`src/hw/sensor_regs_pkg.sv`:
```
package sensor_regs_pkg;

  // ----------------------------------------------------------------
  // Widths and types
  // ----------------------------------------------------------------
  localparam int ADDR_W   = 6;
  localparam int DATA_W   = 16;
  localparam int STATUS_W = 8;

  typedef logic [ADDR_W-1:0]   reg_addr_type;
  typedef logic [DATA_W-1:0]   reg_data_type;
  typedef logic [STATUS_W-1:0] status_type;

  // ----------------------------------------------------------------
  // Register offsets
  // ----------------------------------------------------------------
  localparam reg_addr_type ID_ADDR      = 6'h02;
  localparam reg_addr_type CAP_ADDR     = 6'h03;
  localparam reg_addr_type STATUS_ADDR  = 6'h04;
  localparam reg_addr_type READOUT_ADDR = 6'h09;

  // ----------------------------------------------------------------
  // Identification fields (values arbitrary, not a real part)
  // ----------------------------------------------------------------
  localparam int          PART_ID_W          = 11;
  localparam int          REV_W              = 5;
  localparam int          PART_ID_LSB        = 0;
  localparam int          REV_LSB            = 11;
  localparam logic [10:0] PART_ID_VALUE      = 11'h155;
  localparam logic [4:0]  DIE_REVISION_VALUE = 5'h01;

  // ----------------------------------------------------------------
  // Fixed values, reset values and status bit positions
  // ----------------------------------------------------------------
  localparam reg_data_type CAP_VALUE    = 16'h0001;
  localparam reg_data_type DATA_ZERO    = 16'h0000;
  localparam status_type   STATUS_RESET = 8'h00;
  localparam int           EVENT_BIT    = 0;
  localparam int           ERROR_BIT    = 4;
  localparam int           NAK_BIT      = 7;

endpackage : sensor_regs_pkg

```
`src/hw/status_if.sv`:
```
`timescale 1ns/1ps
`default_nettype none
interface status_if;
  logic func_event;
  logic func_error;
  logic ack_nak;
  logic status_read;
  logic readout_read;
  logic soft_reset;
  logic function_event_flag;
  logic function_error_flag;
  logic bus_ack_error_flag;

  modport ctrl (
    output func_event, func_error, ack_nak, status_read, readout_read, soft_reset,
    input  function_event_flag, function_error_flag, bus_ack_error_flag
  );
  modport flags (
    input  func_event, func_error, ack_nak, status_read, readout_read, soft_reset,
    output function_event_flag, function_error_flag, bus_ack_error_flag
  );
endinterface : status_if
`default_nettype wire

```
`src/hw/sensor_id_status_registers.sv`:
```
// How it works
// - Part identifier fixed in ID bits 10-0
// - Die revision fixed in ID bits 15-11
// - Capability register reads fixed one
// - Device reset zeroes the status register
// - Function event sets sticky bit 0
// - Bit 0 cleared by reset or handling
// - Function error indication sets bit 4
// - Bit 4 cleared by reset or handling
// - Any no-acknowledge sets bit 7
// - Bit 7 cleared by reset or status read
// - Status bits 3-1, 6-5 read zero
// - Readout read clears event and error flags
// - Unread result overwritten sets error flag
// - Device reset returns all registers to default
`timescale 1ns/1ps
`default_nettype none
module sensor_id_status_registers (
  input  wire logic                          clk_i,
  input  wire logic                          rst_n_i,
  input  wire logic                          dev_reset_i,
  input  wire logic                          rd_en_i,
  input  wire sensor_regs_pkg::reg_addr_type rd_addr_i,
  input  wire logic                          func_event_i,
  input  wire logic                          func_error_i,
  input  wire logic                          ack_nak_i,
  output logic                               rd_valid_o,
  output sensor_regs_pkg::reg_data_type      rd_data_o,
  output logic                               function_event_flag_o,
  output logic                               function_error_flag_o,
  output logic                               bus_ack_error_flag_o
);
  import sensor_regs_pkg::*;

  status_if sif ();

  reg_data_type rd_data_reg;
  reg_data_type rd_data_next;
  logic         rd_valid_reg;
  logic         rd_valid_next;
  logic         rd_take;

  // ----------------------------------------------------------------
  // Helpers
  // ----------------------------------------------------------------
  function automatic status_type status_word(input logic ev, input logic err,
                                             input logic nak);
    status_type s;
    s            = STATUS_RESET;
    s[EVENT_BIT] = ev;
    s[ERROR_BIT] = err;
    s[NAK_BIT]   = nak;
    return s;
  endfunction : status_word

  function automatic reg_data_type id_word();
    reg_data_type w;
    w                                = DATA_ZERO;
    w[PART_ID_LSB +: PART_ID_W]      = PART_ID_VALUE;
    w[REV_LSB +: REV_W]              = DIE_REVISION_VALUE;
    return w;
  endfunction : id_word

  // ----------------------------------------------------------------
  // Flag unit
  // ----------------------------------------------------------------
  // Reads during a device reset are dropped so they cannot clear flags
  assign rd_take          = rd_en_i & ~dev_reset_i;
  assign sif.func_event   = func_event_i;
  assign sif.func_error   = func_error_i;
  assign sif.ack_nak      = ack_nak_i;
  assign sif.soft_reset   = dev_reset_i;
  assign sif.status_read  = rd_take && (rd_addr_i == STATUS_ADDR);
  assign sif.readout_read = rd_take && (rd_addr_i == READOUT_ADDR);

  status_flags u_flags (
    .clk_i   (clk_i),
    .rst_n_i (rst_n_i),
    .sif     (sif)
  );

  // ----------------------------------------------------------------
  // Read path
  // ----------------------------------------------------------------
  // The status word is sampled from the flag registers before the
  // read-clear lands, so the reader always sees the ack error bit.
  always_comb begin
    rd_data_next  = DATA_ZERO;
    rd_valid_next = rd_take;
    if (rd_take) begin
      unique case (rd_addr_i)
        ID_ADDR:     rd_data_next = id_word();
        CAP_ADDR:    rd_data_next = CAP_VALUE;
        STATUS_ADDR: rd_data_next = {{(DATA_W-STATUS_W){1'b0}},
                                     status_word(sif.function_event_flag,
                                                 sif.function_error_flag,
                                                 sif.bus_ack_error_flag)};
        default:     rd_data_next = DATA_ZERO;
      endcase
    end
  end

  always_ff @(posedge clk_i or negedge rst_n_i) begin
    if (!rst_n_i) begin
      rd_data_reg  <= DATA_ZERO;
      rd_valid_reg <= 1'b0;
    end else begin
      rd_data_reg  <= rd_data_next;
      rd_valid_reg <= rd_valid_next;
    end
  end

  assign rd_data_o             = rd_data_reg;
  assign rd_valid_o            = rd_valid_reg;
  assign function_event_flag_o = sif.function_event_flag;
  assign function_error_flag_o = sif.function_error_flag;
  assign bus_ack_error_flag_o  = sif.bus_ack_error_flag;

  // ----------------------------------------------------------------
  // Checks
  // ----------------------------------------------------------------
  property p_id_value;
    @(posedge clk_i) disable iff (!rst_n_i)
      rd_take && rd_addr_i == ID_ADDR |=>
        rd_valid_o && rd_data_o[PART_ID_LSB +: PART_ID_W] == PART_ID_VALUE;
  endproperty
  a_id_value: assert property (p_id_value)
    else $error("part identifier read back wrong");

  property p_rev_value;
    @(posedge clk_i) disable iff (!rst_n_i)
      rd_take && rd_addr_i == ID_ADDR |=> rd_data_o[REV_LSB +: REV_W] == DIE_REVISION_VALUE;
  endproperty
  a_rev_value: assert property (p_rev_value)
    else $error("die revision read back wrong");

  property p_cap_value;
    @(posedge clk_i) disable iff (!rst_n_i)
      rd_take && rd_addr_i == CAP_ADDR |=> rd_valid_o && rd_data_o == CAP_VALUE;
  endproperty
  a_cap_value: assert property (p_cap_value)
    else $error("capability register not one");

  property p_reserved_zero;
    @(posedge clk_i) disable iff (!rst_n_i)
      rd_take && rd_addr_i == STATUS_ADDR |=>
        rd_data_o[DATA_W-1:NAK_BIT+1] == '0 && rd_data_o[NAK_BIT-1:ERROR_BIT+1] == '0
        && rd_data_o[ERROR_BIT-1:EVENT_BIT+1] == '0;
  endproperty
  a_reserved_zero: assert property (p_reserved_zero)
    else $error("reserved status bits not zero");

  property p_status_pre_clear;
    @(posedge clk_i) disable iff (!rst_n_i)
      rd_take && rd_addr_i == STATUS_ADDR && bus_ack_error_flag_o |=> rd_data_o[NAK_BIT];
  endproperty
  a_status_pre_clear: assert property (p_status_pre_clear)
    else $error("status read lost the ack error bit");

  property p_status_flags_match;
    @(posedge clk_i) disable iff (!rst_n_i)
      rd_take && rd_addr_i == STATUS_ADDR |=>
        rd_data_o[EVENT_BIT] == $past(function_event_flag_o)
        && rd_data_o[ERROR_BIT] == $past(function_error_flag_o);
  endproperty
  a_status_flags_match: assert property (p_status_flags_match)
    else $error("status read does not match flags");

  property p_dev_reset_defaults;
    @(posedge clk_i) disable iff (!rst_n_i)
      dev_reset_i |=> !rd_valid_o && rd_data_o == DATA_ZERO && !function_event_flag_o
        && !function_error_flag_o && !bus_ack_error_flag_o;
  endproperty
  a_dev_reset_defaults: assert property (p_dev_reset_defaults)
    else $error("device reset did not restore defaults");

  property p_status_nak_match;
    @(posedge clk_i) disable iff (!rst_n_i)
      rd_take && rd_addr_i == STATUS_ADDR |=>
        rd_data_o[NAK_BIT] == $past(bus_ack_error_flag_o);
  endproperty
  a_status_nak_match: assert property (p_status_nak_match)
    else $error("status read ack error bit differs from the flag");

  property p_status_read_clears_nak;
    @(posedge clk_i) disable iff (!rst_n_i)
      rd_take && rd_addr_i == STATUS_ADDR && !ack_nak_i |=> !bus_ack_error_flag_o;
  endproperty
  a_status_read_clears_nak: assert property (p_status_read_clears_nak)
    else $error("ack error output survived a status read");

  property p_readout_clears_outputs;
    @(posedge clk_i) disable iff (!rst_n_i)
      rd_take && rd_addr_i == READOUT_ADDR && !func_event_i && !func_error_i |=>
        !function_event_flag_o && !function_error_flag_o;
  endproperty
  a_readout_clears_outputs: assert property (p_readout_clears_outputs)
    else $error("readout read left event or error output set");

  property p_port_nak_sets;
    @(posedge clk_i) disable iff (!rst_n_i)
      ack_nak_i && !dev_reset_i |=> bus_ack_error_flag_o;
  endproperty
  a_port_nak_sets: assert property (p_port_nak_sets)
    else $error("ack error output not set after no-acknowledge");

  property p_dropped_read;
    @(posedge clk_i) disable iff (!rst_n_i)
      rd_en_i && dev_reset_i |=> !rd_valid_o;
  endproperty
  a_dropped_read: assert property (p_dropped_read)
    else $error("read answered during device reset");

  // A result overwritten before its readout read must raise the error output
  property p_port_overrun;
    @(posedge clk_i) disable iff (!rst_n_i)
      function_event_flag_o && func_event_i && !dev_reset_i
        && !(rd_take && rd_addr_i == READOUT_ADDR) |=> function_error_flag_o;
  endproperty
  a_port_overrun: assert property (p_port_overrun)
    else $error("overrun did not raise the error output");

endmodule : sensor_id_status_registers
`default_nettype wire

```
`src/hw/status_flags.sv`:
```
`timescale 1ns/1ps
`default_nettype none
module status_flags (
  input  wire logic clk_i,
  input  wire logic rst_n_i,
  status_if.flags   sif
);
  import sensor_regs_pkg::*;

  logic ev_reg;
  logic ev_next;
  logic err_reg;
  logic err_next;
  logic nak_reg;
  logic nak_next;
  logic overrun;

  // ----------------------------------------------------------------
  // Next flag values; a set wins over a same-cycle read clear, device reset wins over both
  // ----------------------------------------------------------------
  always_comb begin
    // A new result while the old one is still unread is an overrun
    overrun = sif.func_event & ev_reg & ~sif.readout_read;
    ev_next  = ev_reg;
    err_next = err_reg;
    nak_next = nak_reg;
    if (sif.readout_read) begin
      ev_next  = 1'b0;
      err_next = 1'b0;
    end
    if (sif.status_read) begin
      nak_next = 1'b0;
    end
    if (sif.func_event) begin
      ev_next = 1'b1;
    end
    if (sif.func_error | overrun) begin
      err_next = 1'b1;
    end
    if (sif.ack_nak) begin
      nak_next = 1'b1;
    end
    // Device reset aborts everything, including a pending set
    if (sif.soft_reset) begin
      ev_next  = STATUS_RESET[EVENT_BIT];
      err_next = STATUS_RESET[ERROR_BIT];
      nak_next = STATUS_RESET[NAK_BIT];
    end
  end

  always_ff @(posedge clk_i or negedge rst_n_i) begin
    if (!rst_n_i) begin
      ev_reg  <= STATUS_RESET[EVENT_BIT];
      err_reg <= STATUS_RESET[ERROR_BIT];
      nak_reg <= STATUS_RESET[NAK_BIT];
    end else begin
      ev_reg  <= ev_next;
      err_reg <= err_next;
      nak_reg <= nak_next;
    end
  end

  assign sif.function_event_flag = ev_reg;
  assign sif.function_error_flag = err_reg;
  assign sif.bus_ack_error_flag  = nak_reg;

  // ----------------------------------------------------------------
  // Checks
  // ----------------------------------------------------------------
  property p_event_sets;
    @(posedge clk_i) disable iff (!rst_n_i)
      sif.func_event && !sif.soft_reset |=> ev_reg;
  endproperty
  a_event_sets: assert property (p_event_sets)
    else $error("event flag not set after function event");

  property p_event_holds;
    @(posedge clk_i) disable iff (!rst_n_i)
      ev_reg && !sif.readout_read && !sif.soft_reset |=> ev_reg;
  endproperty
  a_event_holds: assert property (p_event_holds)
    else $error("event flag dropped without a readout read or reset");

  property p_error_sets;
    @(posedge clk_i) disable iff (!rst_n_i)
      sif.func_error && !sif.soft_reset |=> err_reg;
  endproperty
  a_error_sets: assert property (p_error_sets)
    else $error("error flag not set after error indication");

  property p_error_holds;
    @(posedge clk_i) disable iff (!rst_n_i)
      err_reg && !sif.readout_read && !sif.soft_reset |=> err_reg;
  endproperty
  a_error_holds: assert property (p_error_holds)
    else $error("error flag dropped without a readout read or reset");

  property p_nak_sets;
    @(posedge clk_i) disable iff (!rst_n_i)
      sif.ack_nak && !sif.soft_reset |=> nak_reg;
  endproperty
  a_nak_sets: assert property (p_nak_sets)
    else $error("ack error flag not set after no-acknowledge");

  property p_status_read_clears;
    @(posedge clk_i) disable iff (!rst_n_i)
      sif.status_read && !sif.ack_nak ##1 !sif.ack_nak[*2] |-> !nak_reg;
  endproperty
  a_status_read_clears: assert property (p_status_read_clears)
    else $error("ack error flag survived a status read");

  property p_readout_clears;
    @(posedge clk_i) disable iff (!rst_n_i)
      sif.readout_read && !sif.func_event && !sif.func_error |=> !ev_reg && !err_reg;
  endproperty
  a_readout_clears: assert property (p_readout_clears)
    else $error("readout read did not clear event and error flags");

  property p_overrun;
    @(posedge clk_i) disable iff (!rst_n_i)
      ev_reg && sif.func_event && !sif.readout_read && !sif.soft_reset |=> err_reg && ev_reg;
  endproperty
  a_overrun: assert property (p_overrun)
    else $error("overrun did not set the error flag");

  property p_reset_clears;
    @(posedge clk_i) disable iff (!rst_n_i)
      sif.soft_reset |=> !ev_reg && !err_reg && !nak_reg;
  endproperty
  a_reset_clears: assert property (p_reset_clears)
    else $error("device reset left a status flag set");

endmodule : status_flags
`default_nettype wire

```
`config.mk`:
```
export PLATFORM = sky130hd
export DESIGN_NAME = sensor_id_status_registers
export DESIGN_NICKNAME = d
export VERILOG_FILES = /design/src/hw/sensor_regs_pkg.sv /design/src/hw/status_if.sv /design/src/hw/sensor_id_status_registers.sv /design/src/hw/status_flags.sv
export SDC_FILE = /design/constraint.sdc
export NUM_CORES = 1
export LEC_CHECK = 0
export ABC_AREA = 1
export ABC_CLOCK_PERIOD_IN_PS = 900
export BUFFER_PORTS_ARGS = -buffer_cell sky130_fd_sc_hd__buf_2
export CAP_MARGIN = 20
export CORE_AREA = 2 2 39 41
export CTS_BUF_LIST = sky130_fd_sc_hd__clkbuf_8
export DETAILED_ROUTE_END_ITERATION = 10
export DIE_AREA = 0 0 41 43
export PLACE_DENSITY = 0.79
export REMOVE_ABC_BUFFERS = 1
export SETUP_SLACK_MARGIN = 0.15
export SYNTH_ARGS = -nofsm -noshare
export SYNTH_HDL_FRONTEND = slang
export SYNTH_SLANG_ARGS = --single-unit
```
`constraint.sdc`:
```
create_clock -name clk_i -period 0.9 [get_ports clk_i]
set_input_delay 0.18 -clock clk_i [delete_from_list [all_inputs] [get_ports clk_i]]
set_output_delay 0.18 -clock clk_i [all_outputs]
set_load 0.02 [all_outputs]
```
==> impl_metrics.yaml <==
worst_setup_path:
  crit_arrival_ns: 0.78
  slowest_stage: "dfrtp_1"
  path_cells: "buf_6"
  crit_family: "flip-flops"
  crit_path_start_kind: "register"
  endpoint_kind: "primary output"
  crit_type: "reg2out"
  cp_num_buf_inv: 1
  worstPathMaxFanout: 3
  cp_data_required_time_ns: 0.72
  slowest_delay_ns: 0.41
power_and_ir_drop:
  leakage_uw: 0.000436
  irDropWorstVdd_mv: 0.712
  powerDensity_nw_per_um2: 1450
yosys:
  post-synth-top-count-cell: "inv_1"
  synth_common_cells: "inv_1, buf_4, dfrtp_1, nand2_1"
  ys_seq_elements: 8
  async_flop_share_pct: 100
  synth-main-ff-cell: "dfrtp_1"
  syn-cell-area_um2: 490
  synth_top_area_share_pct: 40.8
  yosys.area.top_type: "dfrtp_1"
  syn_avg_cell_area_um2: 8.17
  yosysWarnings: 0
  synth_edf_count: 0
  synthCells: 60
  synth-seq-area-share_pct: 40.8
  yosysUniqueCellTypes: 15
  ys_top_cells_by_area: "dfrtp_1, buf_4, inv_1, nand2_1, nand2_4"
die:
  start_util_pct: 35.4
  die_w_um: 41
  die_y_um: 43
  coreArea_um2: 1380
  ios: 33
  dieArea_um2: 1760
  rows: 14
grt:
  grt_max_degree: 9
  grt-ovfl-total: 0
  grt_pass1_wl_mm: 1.52
  grt_pass1_vias: 404
  antenna_found_initial: 0
  grt_usage_pct: 13.4
timing:
  min_period_ns: 0.963
  finalHoldViolCount: 0
  setup_viol_count_final: 10
  fmax_mhz: 1040
  drv_slew: 0
  finalCritPeriodShare_pct: 107
  finalSetupTns_ns: -0.348
  worst_slack_ns: -0.0631
  skew_ns: 0.00188
  rsz0062_at_grt: "true"
cts:
  cts.clk_slew.worst_paths_ns: 0.04
  cts_tree: "yes"
  clk_path_buf_depth: 2
  h-tree-depth: 1
  clock_latency_ns: 0.23
  root_buffer: "clkbuf_8"
  cts_sinks: 8
  cts_made_buffers: 3
routing:
  postRouteAntennaNets: 0
  vias: 403
  dr.pass1.iters: 3
  drt_drc_violations_left: 0
  drt-vias-per-instance: 3.95
  wl_per_cell_um: 8.96
  finalWirelength_um: 914
  drt_iter0_markers: 3
run_status:
  violations: "negative setup slack"
  status: "finished with violations"
final_layout:
  area_delta_synth_final_pct: 42.1
  drive_gt1_share_pct: 48.8
  layout.nets: 101
  final_util_pct: 50.4
  antenna_cells: 0
min_path:
  hp-class: "in2reg"
flow_run:
  cap_violations: 0
placed_design:
  place_congestion: 0.774
  port_buffers: 23
[what timing repair did]
action | 4_1_cts | 5_1_grt
pin swaps | 0 | 2
gates resized for setup | 15 | 5
hold endpoints to repair | 8 | 0
endpoints found under the setup margin | 12 | 13
setup buffers | 1 | 0
hold buffers | 1 | 0
[cell type report]
cell class	instances	area, µm²
Sequential cell	8	200
Timing Repair Buffer	27	195
Multi-Input combinational cell	33	184
Tap cell	16	20.0
Inverter	15	56.3
Clock buffer	3	41.3
Fill cell	147	687
[metal layers]
metal	vias up	part of all wire [%]	global-route usage [%]	wire (µm)
met2	23	58	23.1	529
met5	-	0	0	0
met1	172	31	11.3	284
met4	0	1.4	6.00	13
li1	205	-	-	-
met3	3	9.4	7.85	86
[placed cells by master (no fill, tap or decap), drive strengths merged]
master,instances
dlygate4sd3,1
conb,9
o21ai,3
nor2,4
nor3,1
nand3,1
dfrtp,8
clkbuf,3
a21oi,3
nand2,12
buf,26
inv,15
[final timing paths]
check,from,end,slack (ns),depth (start not counted)
worst max-delay path,u_flags.sif.function_event_flag$_DFFE_PN0P_,function_event_flag_o,-0.06,1
worst min-delay path,func_error_i,u_flags.sif.function_error_flag$_DFFE_PN0P_,0.17,3
worst max register to register,u_flags.sif.function_event_flag$_DFFE_PN0P_,u_flags.sif.function_error_flag$_DFFE_PN0P_,0.08,4
worst min register to register,u_flags.sif.function_event_flag$_DFFE_PN0P_,u_flags.sif.function_event_flag$_DFFE_PN0P_,0.58,2
max in group asynchronous,rst_n_i,u_flags.sif.function_event_flag$_DFFE_PN0P_,0.41,2
min in group asynchronous,rst_n_i,rd_data_o[4]$_DFF_PN0_,0.32,2
[worst reg2reg max path, cell delays in order (launching register included)]
cell	delay, ns
dfrtp_1	0.39
inv_2	0.06
o21ai_2	0.10
nand2_1	0.06
a21oi_1	0.13
[state kept, by name (all words and copies together), names as in the netlist]
signal	flops
rd_data_o	4
rd_valid_o	1
u_flags.sif.bus_ack_error_flag	1
u_flags.sif.function_error_flag	1
u_flags.sif.function_event_flag	1
[cells by family after synthesis]
| kind of cell | Yosys count | share of synthesized area (%) |
|---|---|---|
| AND/OR/NAND/NOR | 18 | 20.9 |
| buffers and inverters | 27 | 29.8 |
| other | 1 | 0.765 |
| AO/OA/AOI/OAI | 6 | 7.65 |
| flip-flops | 8 | 40.8 |
[stage by stage]
step / instances / setup slack (ns) / hold WS [ns] / total power (µW) / instance area, µm²
after floorplan: 56 / -0.0442 / -0.116 / 481 / 430
after global placement: 97 / 0.0240 / 0.0236 / 541 / 581
after detailed placement: 97 / -0.0228 / 0.0306 / 546 / 581
after CTS: 102 / -0.0616 / 0.178 / 999 / 683
after global routing: 102 / -0.110 / 0.178 / 1050 / 697
final: 102 / -0.0631 / 0.171 / 1010 / 697
[power by group]
| part | internal (µW) | switching [µW] |
|---|---|---|
| clock | 290 | 145 |
| sequential | 374 | 9.90 |
| combinational | 76.4 | 115 |
No activity file was read; power rests on OpenSTA's default activity.
